## src/verilog/temp_readout_defs.svh

```systemverilog
// Register offsets, field positions and timing counts of the readout block
`ifndef TEMP_READOUT_DEFS_SVH
`define TEMP_READOUT_DEFS_SVH
`define REG_INT_STATUS      8'h00
`define REG_INT_ENABLE      8'h01
`define REG_FIFO_WR_PTR     8'h02
`define REG_FIFO_OVF        8'h03
`define REG_FIFO_RD_PTR     8'h04
`define REG_FIFO_DATA       8'h05
`define REG_MODE_CFG        8'h06
`define REG_SAMPLE_CFG      8'h07
`define REG_TEMP_WHOLE      8'h16
`define REG_TEMP_SIXTEENTHS 8'h17
`define REG_RESET_VALUE     8'h00
`define MODE_SHDN_BIT       7
`define MODE_RESET_BIT      6
`define MODE_TEMP_EN_BIT    3
`define MODE_LSB            0
`define MODE_HR_ONLY        3'h2
`define MODE_OXIMETRY       3'h3
`define CFG_HI_RES_BIT      6
`define CFG_RATE_LSB        2
`define CFG_PW_LSB          0
`define INT_TEMP_RDY_BIT    0
`define INT_ALMOST_FULL_BIT 1
`define INT_SAMPLE_RDY_BIT  2
`define RATE_100            3'h1
`define RATE_200            3'h3
`define RATE_400            3'h4
`define RATE_1000           3'h7
`define PW_200              2'h0
`define PW_400              2'h1
`define PW_800              2'h2
`define RES_BASE_BITS       5'h0D
`define FIFO_DEPTH          16
`define FIFO_FULL           5'h10
`define FIFO_ALMOST_FULL    5'h0F
`define OVF_MAX             4'hF
`define BYTE_LAST           2'h3
`define CLOCK_PERIOD_NS     25
`define TEMP_CONV_NS        100000
`define TEMP_CONV_CYCLES \
  ((`TEMP_CONV_NS + `CLOCK_PERIOD_NS - 1) / `CLOCK_PERIOD_NS)
`endif

```

## src/verilog/temp_readout_pkg.sv

```systemverilog
// Types shared by the readout block
package temp_readout_pkg;
  typedef enum logic [2:0] {
    CONV_IDLE = 3'h1,
    CONV_RUN  = 3'h2,
    CONV_DONE = 3'h4
  } conv_state_e;

  typedef struct packed {
    logic [15:0] ir;
    logic [15:0] red;
  } sample_s;
endpackage : temp_readout_pkg
```

## src/verilog/temp_if.sv

```systemverilog
// Handshake between register logic and the temperature converter
interface temp_if;
  logic       start;
  logic       done;
  logic [7:0] whole;
  logic [3:0] frac;

  modport conv (input start, output done, output whole, output frac);
  modport ctrl (output start, input done, input whole, input frac);
endinterface : temp_if

```

## src/verilog/temp_conv.sv

```systemverilog
// Single-shot die temperature conversion sequencer
`include "temp_readout_defs.svh"

module temp_conv (
  input  wire logic        clock,
  input  wire logic        srst,
  input  wire logic [11:0] die_temp,
  temp_if.conv             tif
);
  localparam logic [11:0] LAST = 12'(`TEMP_CONV_CYCLES - 1);

  temp_readout_pkg::conv_state_e state_q;
  temp_readout_pkg::conv_state_e state_d;
  logic [11:0] cnt_q;
  logic [7:0]  whole_q;
  logic [3:0]  frac_q;
  wire         run_end = (cnt_q == LAST);

  always_comb
  begin
    case (state_q)
      temp_readout_pkg::CONV_IDLE:
        state_d = tif.start ? temp_readout_pkg::CONV_RUN : state_q;
      temp_readout_pkg::CONV_RUN:
        state_d = run_end ? temp_readout_pkg::CONV_DONE : state_q;
      temp_readout_pkg::CONV_DONE:
        state_d = temp_readout_pkg::CONV_IDLE;
      default:
        state_d = temp_readout_pkg::CONV_IDLE;
    endcase
  end

  always_ff @(posedge clock)
  begin
    if (srst)
      state_q <= temp_readout_pkg::CONV_IDLE;
    else
      state_q <= state_d;
  end

  always_ff @(posedge clock)
  begin
    if (srst || state_q != temp_readout_pkg::CONV_RUN)
      cnt_q <= 12'h000;
    else
      cnt_q <= cnt_q + 12'h001;
  end

  // Both halves latched in one edge, from the same sensor word
  always_ff @(posedge clock)
  begin
    if (srst)
    begin
      whole_q <= 8'h00;
      frac_q  <= 4'h0;
    end
    else if (state_q == temp_readout_pkg::CONV_RUN && run_end)
    begin
      whole_q <= die_temp[11:4];
      frac_q  <= die_temp[3:0];
    end
  end

  assign tif.done  = (state_q == temp_readout_pkg::CONV_DONE);
  assign tif.whole = whole_q;
  assign tif.frac  = frac_q;

  a_conv_length: assert property (@(posedge clock) disable iff (srst)
    $rose(state_q == temp_readout_pkg::CONV_DONE) |-> $past(cnt_q) == LAST)
    else $error("conversion ended early");
endmodule : temp_conv

```

## src/verilog/temp_readout_and_rate_limits.sv

```systemverilog
// Temperature result registers, rate limits, sample store and interrupt pin
`include "temp_readout_defs.svh"

module temp_readout_and_rate_limits (
  input  wire logic        clock,
  input  wire logic        srst,
  input  wire logic [7:0]  reg_addr,
  input  wire logic        reg_wr_en,
  input  wire logic [7:0]  reg_wr_data,
  input  wire logic        reg_rd_en,
  output logic      [7:0]  reg_rd_data,
  input  wire logic        sample_valid,
  input  wire logic [15:0] sample_ir,
  input  wire logic [15:0] sample_red,
  input  wire logic [11:0] die_temp,
  output logic             int_o,
  output logic             int_oe_n,
  output logic             ir_emitter_en,
  output logic             red_emitter_en,
  output logic      [4:0]  adc_resolution,
  output logic      [2:0]  sample_rate_field,
  output logic      [1:0]  emitter_pulse_width_field
);
  ////////////////////////////////////////////////////////////////////////////
  function automatic logic [2:0] max_rate(input logic [1:0] pw,
                                          input logic       hr);
    case (pw)
      `PW_200: max_rate = `RATE_1000;
      `PW_400: max_rate = hr ? `RATE_1000 : `RATE_400;
      `PW_800: max_rate = `RATE_200;
      default: max_rate = `RATE_100;
    endcase
  endfunction : max_rate

  temp_if tif ();

  temp_conv u_conv (
    .clock    (clock),
    .srst     (srst),
    .die_temp (die_temp),
    .tif      (tif)
  );

  logic [7:0]  mode_q;
  logic [7:0]  cfg_q;
  logic [7:0]  whole_q;
  logic [7:0]  frac_q;
  logic [7:0]  status_q;
  logic [7:0]  int_en_q;
  logic [3:0]  wr_ptr_q;
  logic [3:0]  rd_ptr_q;
  logic [4:0]  fill_q;
  logic [3:0]  ovf_q;
  logic [1:0]  byte_sel_q;
  logic [7:0]  rd_data_q;
  logic        int_oe_n_q;
  logic        ir_en_q;
  logic        red_en_q;
  logic [4:0]  res_q;
  temp_readout_pkg::sample_s mem [`FIFO_DEPTH];

  ////////////////////////////////////////////////////////////////////////////
  // Decode
  wire       wr_mode   = reg_wr_en && reg_addr == `REG_MODE_CFG;
  wire       wr_cfg    = reg_wr_en && reg_addr == `REG_SAMPLE_CFG;
  wire       wr_whole  = reg_wr_en && reg_addr == `REG_TEMP_WHOLE;
  wire       wr_frac   = reg_wr_en && reg_addr == `REG_TEMP_SIXTEENTHS;
  wire       wr_int_en = reg_wr_en && reg_addr == `REG_INT_ENABLE;
  wire       wr_wptr   = reg_wr_en && reg_addr == `REG_FIFO_WR_PTR;
  wire       wr_rptr   = reg_wr_en && reg_addr == `REG_FIFO_RD_PTR;
  wire       wr_ovf    = reg_wr_en && reg_addr == `REG_FIFO_OVF;
  wire       rd_status = reg_rd_en && reg_addr == `REG_INT_STATUS;
  wire       rd_fifo   = reg_rd_en && reg_addr == `REG_FIFO_DATA;
  wire       soft_rst  = wr_mode && reg_wr_data[`MODE_RESET_BIT];
  wire       keep_temp = soft_rst && reg_wr_data[`MODE_TEMP_EN_BIT];
  wire       wipe_temp = soft_rst && !keep_temp;
  wire [2:0] mode_w    = mode_q[`MODE_LSB +: 3];
  wire       shdn      = mode_q[`MODE_SHDN_BIT];
  wire       is_hr     = mode_w == `MODE_HR_ONLY;
  wire       acquiring = (is_hr || mode_w == `MODE_OXIMETRY) && !shdn;
  wire       temp_busy = mode_q[`MODE_TEMP_EN_BIT];
  wire [1:0] pw_new    = reg_wr_data[`CFG_PW_LSB +: 2];
  wire [2:0] rate_req  = reg_wr_data[`CFG_RATE_LSB +: 3];
  wire [2:0] rate_max  = max_rate(pw_new, is_hr);
  wire [2:0] rate_ok   = (rate_req > rate_max) ? rate_max : rate_req;
  wire [1:0] pw_w      = cfg_q[`CFG_PW_LSB +: 2];
  wire [2:0] rate_w    = cfg_q[`CFG_RATE_LSB +: 3];

  // A second start while busy is ignored rather than restarting
  assign tif.start = wr_mode && reg_wr_data[`MODE_TEMP_EN_BIT]
                     && !temp_busy;

  ////////////////////////////////////////////////////////////////////////////
  // Mode and sample configuration
  wire temp_en_d = (wr_mode && reg_wr_data[`MODE_TEMP_EN_BIT])
                   || (temp_busy && !tif.done);

  always_ff @(posedge clock)
  begin
    if (srst)
      mode_q <= `REG_RESET_VALUE;
    else if (soft_rst)
      mode_q <= {4'h0, temp_en_d, 3'h0};
    else if (wr_mode)
      mode_q <= {reg_wr_data[7], 3'h0, temp_en_d, reg_wr_data[2:0]};
    else
      mode_q[`MODE_TEMP_EN_BIT] <= temp_en_d;
  end

  always_ff @(posedge clock)
  begin
    if (srst || soft_rst)
      cfg_q <= `REG_RESET_VALUE;
    else if (wr_cfg)
      cfg_q <= {1'b0, reg_wr_data[`CFG_HI_RES_BIT], 1'b0,
                rate_ok, pw_new};
  end

  ////////////////////////////////////////////////////////////////////////////
  // Temperature result; a conversion loads both halves together, a host write loads only its own half
  always_ff @(posedge clock)
  begin
    if (srst || wipe_temp)
    begin
      whole_q <= `REG_RESET_VALUE;
      frac_q  <= `REG_RESET_VALUE;
    end
    else if (tif.done)
    begin
      whole_q <= tif.whole;
      frac_q  <= {4'h0, tif.frac};
    end
    else
    begin
      if (wr_whole)
        whole_q <= reg_wr_data;
      if (wr_frac)
        frac_q <= {4'h0, reg_wr_data[3:0]};
    end
  end

  ////////////////////////////////////////////////////////////////////////////
  // Sample store
  wire       full     = fill_q == `FIFO_FULL;
  wire       push     = sample_valid && acquiring && !full;
  wire       drop     = sample_valid && acquiring && full;
  wire       pop      = rd_fifo && fill_q != 5'h00 && byte_sel_q == `BYTE_LAST;
  wire       step     = rd_fifo && fill_q != 5'h00;
  wire [4:0] fill_nx  = fill_q + {4'h0, push} - {4'h0, pop};
  wire [3:0] wptr_nx  = wr_wptr ? reg_wr_data[3:0] : wr_ptr_q;
  wire [3:0] rptr_nx  = wr_rptr ? reg_wr_data[3:0] : rd_ptr_q;
  wire       ptr_wr   = wr_wptr || wr_rptr;
  // Host pointer writes cannot express a full store; it reads as empty
  wire [4:0] fill_set = {1'b0, wptr_nx - rptr_nx};
  wire       af_event = fill_nx == `FIFO_ALMOST_FULL
                        && fill_q != `FIFO_ALMOST_FULL;
  wire temp_readout_pkg::sample_s head = mem[rd_ptr_q];

  always_ff @(posedge clock)
  begin
    if (push)
      mem[wr_ptr_q] <= '{ir: sample_ir, red: is_hr ? 16'h0000 : sample_red};
  end

  always_ff @(posedge clock)
  begin
    if (srst || soft_rst)
    begin
      wr_ptr_q   <= 4'h0;
      rd_ptr_q   <= 4'h0;
      fill_q     <= 5'h00;
      byte_sel_q <= 2'h0;
    end
    else if (ptr_wr)
    begin
      wr_ptr_q   <= wptr_nx;
      rd_ptr_q   <= rptr_nx;
      fill_q     <= fill_set;
      byte_sel_q <= 2'h0;
    end
    else
    begin
      wr_ptr_q   <= wr_ptr_q + {3'h0, push};
      rd_ptr_q   <= rd_ptr_q + {3'h0, pop};
      fill_q     <= fill_nx;
      byte_sel_q <= byte_sel_q + {1'b0, step};
    end
  end

  always_ff @(posedge clock)
  begin
    if (srst || soft_rst || wr_ovf)
      ovf_q <= 4'h0;
    else if (drop && ovf_q != `OVF_MAX)
      ovf_q <= ovf_q + 4'h1;
  end

  ////////////////////////////////////////////////////////////////////////////
  // Flags: a new event wins over the read that clears; shutdown wipes all
  wire [7:0] events;
  assign events[`INT_TEMP_RDY_BIT]    = tif.done;
  assign events[`INT_ALMOST_FULL_BIT] = af_event && !ptr_wr;
  assign events[`INT_SAMPLE_RDY_BIT]  = push;
  assign events[7:3]                  = 5'h00;

  wire [7:0] status_d = shdn ? 8'h00
                             : ((rd_status ? 8'h00 : status_q) | events);
  wire       int_any  = |(status_q & int_en_q);

  always_ff @(posedge clock)
  begin
    if (srst || soft_rst)
      status_q <= `REG_RESET_VALUE;
    else
      status_q <= status_d;
  end

  always_ff @(posedge clock)
  begin
    if (srst || soft_rst)
      int_en_q <= `REG_RESET_VALUE;
    else if (wr_int_en)
      int_en_q <= {5'h00, reg_wr_data[2:0]};
  end

  ////////////////////////////////////////////////////////////////////////////
  // Read mux and registered outputs
  wire [7:0] fifo_byte = (byte_sel_q == 2'h0) ? head.ir[15:8]
                       : (byte_sel_q == 2'h1) ? head.ir[7:0]
                       : (byte_sel_q == 2'h2) ? head.red[15:8]
                       : head.red[7:0];
  wire [7:0] rd_mux =
      (reg_addr == `REG_INT_STATUS)      ? status_q
    : (reg_addr == `REG_INT_ENABLE)      ? int_en_q
    : (reg_addr == `REG_FIFO_WR_PTR)     ? {4'h0, wr_ptr_q}
    : (reg_addr == `REG_FIFO_OVF)        ? {4'h0, ovf_q}
    : (reg_addr == `REG_FIFO_RD_PTR)     ? {4'h0, rd_ptr_q}
    : (reg_addr == `REG_FIFO_DATA)       ? fifo_byte
    : (reg_addr == `REG_MODE_CFG)        ? mode_q
    : (reg_addr == `REG_SAMPLE_CFG)      ? cfg_q
    : (reg_addr == `REG_TEMP_WHOLE)      ? whole_q
    : (reg_addr == `REG_TEMP_SIXTEENTHS) ? frac_q
    : 8'h00;

  always_ff @(posedge clock)
  begin
    if (srst)
      rd_data_q <= `REG_RESET_VALUE;
    else if (reg_rd_en)
      rd_data_q <= rd_mux;
  end

  always_ff @(posedge clock)
  begin
    if (srst)
    begin
      int_oe_n_q <= 1'b1;
      ir_en_q    <= 1'b0;
      red_en_q   <= 1'b0;
      res_q      <= `RES_BASE_BITS;
    end
    else
    begin
      int_oe_n_q <= !int_any;
      ir_en_q    <= acquiring;
      red_en_q   <= acquiring && !is_hr;
      res_q      <= `RES_BASE_BITS + {3'h0, pw_w};
    end
  end

  assign reg_rd_data               = rd_data_q;
  assign int_o                     = 1'b0;
  assign int_oe_n                  = int_oe_n_q;
  assign ir_emitter_en             = ir_en_q;
  assign red_emitter_en            = red_en_q;
  assign adc_resolution            = res_q;
  assign sample_rate_field         = rate_w;
  assign emitter_pulse_width_field = pw_w;

  ////////////////////////////////////////////////////////////////////////////
  a_temp_pair_load: assert property (@(posedge clock) disable iff (srst)
    tif.done && !wipe_temp |=> whole_q == $past(tif.whole)
      && frac_q[3:0] == $past(tif.frac))
    else $error("temperature halves not loaded together");

  a_frac_upper_zero: assert property (@(posedge clock) disable iff (srst)
    reg_rd_en && reg_addr == `REG_TEMP_SIXTEENTHS |=>
      rd_data_q[7:4] == 4'h0)
    else $error("fraction upper bits not zero");

  a_rate_clamp: assert property (@(posedge clock) disable iff (srst)
    wr_cfg && !soft_rst |=> rate_w <= $past(rate_max))
    else $error("illegal rate stored");

  a_long_pulse_rate: assert property (@(posedge clock) disable iff (srst)
    pw_w == 2'h3 |-> rate_w <= `RATE_100)
    else $error("rate above 100 with longest pulse");

  a_red_off_hr: assert property (@(posedge clock) disable iff (srst)
    is_hr |=> !red_en_q)
    else $error("red emitter on in heart-rate mode");

  a_int_pin_level: assert property (@(posedge clock) disable iff (srst)
    ##1 int_oe_n_q == !$past(int_any))
    else $error("interrupt pin does not follow flags");

  a_temp_en_clear: assert property (@(posedge clock) disable iff (srst)
    tif.done && !wr_mode |=> !temp_busy ##1 !tif.done)
    else $error("start bit not cleared at conversion end");

  a_temp_ready_flag: assert property (@(posedge clock) disable iff (srst)
    tif.done && !shdn && !soft_rst |=>
      status_q[`INT_TEMP_RDY_BIT])
    else $error("temperature ready flag missing");

  a_store_bound: assert property (@(posedge clock) disable iff (srst)
    fill_q <= `FIFO_FULL)
    else $error("sample store over depth");

  a_soft_keep: assert property (@(posedge clock) disable iff (srst)
    keep_temp && !tif.done |=> whole_q == $past(whole_q)
      && frac_q == $past(frac_q))
    else $error("soft reset lost temperature");

  a_resolution: assert property (@(posedge clock) disable iff (srst)
    $stable(pw_w) |=> res_q == `RES_BASE_BITS + {3'h0, $past(pw_w)})
    else $error("resolution wrong for pulse width");
endmodule : temp_readout_and_rate_limits

```

## config.mk

```make
export PLATFORM = sky130hd
export DESIGN_NAME = temp_readout_and_rate_limits
export DESIGN_NICKNAME = d
export VERILOG_FILES = /design/src/verilog/temp_readout_pkg.sv /design/src/verilog/temp_if.sv /design/src/verilog/temp_conv.sv /design/src/verilog/temp_readout_and_rate_limits.sv
export VERILOG_INCLUDE_DIRS = /design/src /design/src/verilog
export SDC_FILE = /design/constraint.sdc
export NUM_CORES = 1
export LEC_CHECK = 0
export ABC_CLOCK_PERIOD_IN_PS = 9000
export BUFFER_PORTS_ARGS = -buffer_cell sky130_fd_sc_hd__buf_2
export CORE_MARGIN = 2
export CORE_UTILIZATION = 30
export DETAILED_ROUTE_END_ITERATION = 7
export GPL_TIMING_DRIVEN = 0
export SYNTH_ARGS = -nofsm -noshare
export SYNTH_HDL_FRONTEND = slang
export SYNTH_SLANG_ARGS = --single-unit
```

## constraint.sdc

```tcl
create_clock -name clock -period 9 [get_ports clock]
set_input_delay 0.45 -clock clock [delete_from_list [all_inputs] [get_ports clock]]
set_output_delay 0.45 -clock clock [all_outputs]
set_load 0.005 [all_outputs]
```

After elaboration in Yosys (flattened, before gate mapping)

Memories as Yosys holds them, arrays and structs flattened. A register that Yosys moved wholly into a read port is not among the register bits.
Cells that the tools add are included.

Bits in registers: 96
Memory bits (writable): 512
Bits of input ports: 65
Logic and storage cells: 148
Memories: 1

Memory list:

| name | depth | width | read ports | clocked after Yosys merged registers in | wr ports | RTL line                           | source |
|---|---|---|---|---|---|---|---|
| mem  | 16    | 32    | 1          | 1                                       | 1        | temp_readout_and_rate_limits.sv:60 | `` temp_readout_pkg::sample_s mem [`FIFO_DEPTH]; `` |

$add $sub $neg: 9
Magnitude comparators: 1
Eq/ne operators: 27
Mux-type cells: 33
Bitwise gates (word level): 2
Reduce and logical (&&, ||, !) cells: 53

Operator list:

| cell                                                 | count |
|---|---|
| two-way mux 8 bit                                    | 15 |
| two-way mux 4 bit                                    | 9 |
| equality test 8 x 3 -> 1 bit (second input constant) | 4 |
| logical AND 1 bit                                    | 27 |
| equality test 8 x 2 -> 1 bit (second input constant) | 2 |
| equality test 8 x 5 -> 1 bit (second input constant) | 2 |
| two-way mux 16 bit                                   | 1 |
| adder 12 x 1 -> 12 bit (second input constant)       | 1 |
| equality test 12 bit (second input constant)         | 1 |
| equality test 3 x 2 -> 1 bit (second input constant) | 3 |
| two-way mux 3 bit                                    | 3 |
| case mux 3 bit (3 select lines)                      | 1 |
| adder 4 x 1 -> 4 bit                                 | 2 |
| AND 8 x 3 -> 8 bit                                   | 1 |
| equality test 8 x 1 -> 1 bit (second input constant) | 1 |
| logical NOT 1 bit                                    | 8 |
| logical NOT 8 bit                                    | 1 |
| bitwise OR 8 x 3 -> 8 bit                            | 1 |
| OR reduction 8 bit                                   | 1 |
| logical OR 1 bit                                     | 7 |
| equality test 2 bit (second input constant)          | 3 |
| case mux 3 bit (2 select lines)                      | 1 |
| OR reduction 2 bit                                   | 3 |
| adder 4 x 2 -> 5 bit (first input constant)          | 1 |
| 21 further kinds                                     | 26 |

Longest topological paths before layout

Word-level depth: 11
Depth in mapped cells: 14

By module

A second synthesis with hierarchy kept.

Cells, all modules: 1,452
Area total of the unflattened synthesis: 24,694.9 µm²

By module, submodules not included:

| module                       | times used | cells each | area each (µm²) | seq. area each (µm²) |
|---|---|---|---|---|
| temp_readout_and_rate_limits | 1          | 1,330      | 23,495.0        | 16,636.0 |
| temp_conv                    | 1          | 122        | 1,199.9         | 540.5 |

Worst setup path before layout

OpenSTA, ideal clock, no wires.

Path kind: reg-to-reg
Start: register fill_q[2]
End: memory mem[0][0] (netlist bit) (enable)
Arrival time: 3.501 ns
Data required time: 8.539 ns
Path slack: 5.038 ns
Stages on the path, launching flop included: 7
Buffers on the path: 0
Period minus slack after synthesis: 3.962 ns
Cell sequence: dfxtp_1 inv_1 ha_1 nor4bb_1 nand2b_1 or3_1 nor3_1

Longest elaborated chain between the ends: 5

Ends and longest elaborated chain:

| what                          | RTL line                            | source |
|---|---|---|
| from (decl)                   | temp_readout_and_rate_limits.sv:52  | `logic [4:0] fill_q;` |
| from (signal assigned)        | temp_readout_and_rate_limits.sv:178 | `fill_q <= fill_set;` |
| from (signal assigned)        | temp_readout_and_rate_limits.sv:185 | `fill_q <= fill_nx;` |
| equality test 5 bit (no line) | n/a                                 |  |
| logical NOT 1 bit             | temp_readout_and_rate_limits.sv:145 | `wire push = sample_valid && acquiring && !full;` |
| logical AND 1 bit             | temp_readout_and_rate_limits.sv:145 |  |
| two-way mux 1 bit             | temp_readout_and_rate_limits.sv:161 | `if (push)` |
| two-way mux 1 bit             | temp_readout_and_rate_limits.sv:162 | `mem[wr_ptr_q] <= '{ir: sample_ir, red: is_hr ? 16'h0000 : sample_red};` |
| to (decl)                     | temp_readout_and_rate_limits.sv:60  |  |

Every way passes these cells.

==> impl_metrics.toml <==
[global_routing]
top_usage_layer = "met2"
grt_max_degree = 22
use_met2 = 0.2521
grt.met3_usage = 0.03136
overflow = 0
track_usage = 0.1602
grt_pass1_vias = 14400
met1_usage = 0.2261
grt_pass1_wl_um = 99480
antenna_found_initial = 4

[clock_tree]
cts_root_buffer = "clkbuf_16"
post-cts-setup-buffer-count = 0
clkSinkCount = 602
clkTransAtPathRegs_ns = 0.06
cts_tree = "yes"
clk_latency_ns = 0.63
clock_tree.buffer_depth = 3
cts_resized = 0
h-tree-depth = 2
cts_hold_buf = 0
cts-buffers-inserted = 59

[worst_hold_path]
min_path_type = "input pin to flop"

[timing]
fin_worst_skew_ns = 0.02786
setup_viol_count_final = 0
min_period_ns = 4.068
layout_worst_path_cycle_share = 0.4521
final_max_slew_viol_count = 0
max-slew-margin-rel = 0.06624
fin_hold_ws_ns = 0.07474
tns_ns = 0
hold_viol = 0
worst_pin_slew_ns = 1.401
worst_slack_ns = 4.932
fmax_mhz = 245.8
rsz0062_at_grt = "no"

[yosys]
ys_seq_elements = 602
synth_area_per_cell_um2 = 17.22
synth_largest_area_cell = "edfxtp_1"
synth_cell_types = 76
ys_seq_area_frac = 0.6967
ys_async_sr_fraction = 0
ys_top_cells_by_area = "edfxtp_1 (62%), mux4_2 (10%), dfxtp_1 (7.3%)"
synthFlopType = "edfxtp_1"
yosys_warnings = 0
netlist_instances = 1432
synth_area_um2 = 24650
syn_nets = 1517
synth_top_cell_area_share = 0.6236
synth_edf_count = 512

[route]
postRouteWirelength_um = 68250
drc = 0
dr.pass1.iters = 5
via_count = 14170
wl_per_cell_um = 25.03
first_iter_violations = 1409
viasPerCell = 5.195
antenna_left = 0

[die]
io_pins = 87
die_area_um2 = 84490
initial_core_util = 0.3017
rows = 105
core-area_um2 = 81720
die_w_um = 290.7
die_h_um = 290.7

[setup_path]
crit_path_max_fanout = 10
crit_arrival_ns = 4.53
crit_top_cell = "clkbuf_1"
slowest_stage = "clkbuf_1"
cp_top_family = "buffers and inverters"
crit_type = "flop to flop"
cp.required_ns = 9.46
startpoint_type = "flop"
critPathMaxStageDelay_ns = 1.04
crit_path_end_kind = "flop"
path_cells = "inv_1 -> clkbuf_1 -> clkbuf_1 -> and3_1 -> a211oi_1 -> nor4_1 -> nor3_1"
cp_num_buf_inv = 3

[power]
ir_drop_uv = 150.9
p_leak_nw = 9.210
powerDensity_nw_per_um2 = 194.3
total_power_mw = 5.639

[finish]
seq_area_um2 = 17180
final_nets = 1691
multi_input_area_um2 = 7038
drive_above_1_share = 0.2435
fin_util = 0.3552
fin_area_um2 = 29030
area_growth_pct = 17.73
stdcell_count = 2727
n_fill_cell = 7691

[placement]
dpl.hpwl_um = 46630
gp_congestion = 0.8878
dpl_cell_area_um2 = 27070
portBuffers = 81
dp.cells = 2615
dp_slack_ns = 4.863

[status]
status = "completed"

[run]
maxCapViolations = 0
cell usage in the layout, fill, tap and decap left out, drive strengths merged, types with 3 or more instances in the layout:
cell type,n
clkbuf,102
edfxtp,512
xnor2,11
nand3,19
ha,18
a21boi,4
buf,161
a22oi,16
nor3,23
and3,4
o22a,4
o2bb2ai,3
a21oi,43
and2,6
nor2,92
nand2b,12
a31oi,6
a311oi,4
bufinv,7
nand2,78
o22ai,9
nand3b,3
nor2b,39
mux2i,60
inv,25
a21o,3
o21ai,20
a32oi,3
xor2,11
or3,6
nor4,10
clkinv,26
mux4,130
a221oi,4
a211oi,30
dfxtp,90
clkinvlp,4
mux2,14
nand4,9
worst register-to-register path: stages (launching register included):
cell,delay (ns)
dfxtp_1,0.48
inv_1,0.17
clkbuf_1,1.04
clkbuf_1,0.81
and3_1,0.32
a211oi_1,0.07
nor4_1,0.92
nor3_1,0.09
state kept, by name, indices dropped and copies added (netlist names), 3 cells and up:
| name | count |
|---|---|
| u_conv.tif.frac | 4 |
| cfg_q | 6 |
| whole_q | 8 |
| int_en_q | 3 |
| u_conv.tif.whole | 8 |
| fill_q | 5 |
| u_conv.state_q | 3 |
| adc_resolution | 4 |
| u_conv.cnt_q | 12 |
| mode_q | 5 |
| mem | 512 |
| wr_ptr_q | 4 |
| rd_ptr_q | 4 |
| status_q | 3 |
| ovf_q | 4 |
| frac_q | 4 |
| reg_rd_data | 8 |
area by class of cell:
class | instances | area share
sequential | 602 | 0.5918
multi-input combinational | 728 | 0.2425
clock buffer | 70 | 0.05263
tap | 1070 | 0.04612
timing repair buffer | 113 | 0.03310
buffer | 80 | 0.01625
clock inverter | 40 | 0.01466
inverter | 22 | 0.002845
antenna | 2 | 0.0001724
routing by layer:
metal	vias up	part of all wire
li1	6055	-
met1	7402	0.44
met2	600	0.46
met3	105	0.079
met4	6	0.022
met5	-	0.00053
report_power, final:
group          total, mW  leakage (nW)  switching [mW]  internal, mW
Combinational      0.104          2.93          0.0747        0.0297
Sequential          3.02          5.32         0.00160          3.02
Clock               2.51         0.955            1.09          1.42
Total               5.64          9.21            1.17          4.47
synthesized netlist by cell type (all sizes together), types with 6 or more instances:
cell	instances
nand3	19
a211oi	30
o22ai	9
a31oi	6
nand2	78
and2	6
ha	18
nor4	10
nand2b	12
nand4	9
buf	48
mux2	14
o21ai	20
nor2	92
or3	6
mux2i	60
clkbuf	32
a21oi	43
inv	22
xnor2	11
xor2	11
dfxtp	90
nor2b	39
edfxtp	512
nor3	23
mux4	130
a22oi	16
logic make-up (layout without fill, tap and decap cells):
logic type | count (synthesis) | count (layout) | synth area share
DFF | 602 | 602 | 0.6967
and+or+nand+nor | 313 | 313 | 0.06338
muxes | 204 | 204 | 0.1526
AOI/OAI and AO/OA | 168 | 168 | 0.04623
buffers and inverters | 102 | 325 | 0.02243
xor gates and xnor gates | 22 | 22 | 0.007815
adders and majority gates | 20 | 20 | 0.01076
other | 1 | 3 | 0.0001521
final timing paths:
kind	from	to	slack, ns	cells after the start
max reg2reg	rd_ptr_q[3]$_SDFF_PP0_	reg_rd_data[7]$_SDFFE_PP0P_	4.93	7
min	die_temp[2]	u_conv.tif.frac[2]$_SDFFE_PP0P_	0.07	3
min reg2reg	u_conv.tif.whole[7]$_SDFFE_PP0P_	u_conv.tif.whole[7]$_SDFFE_PP0P_	0.46	2
max	rd_ptr_q[3]$_SDFF_PP0_	reg_rd_data[7]$_SDFFE_PP0P_	4.93	7
No activity file was read; power rests on OpenSTA's default activity.
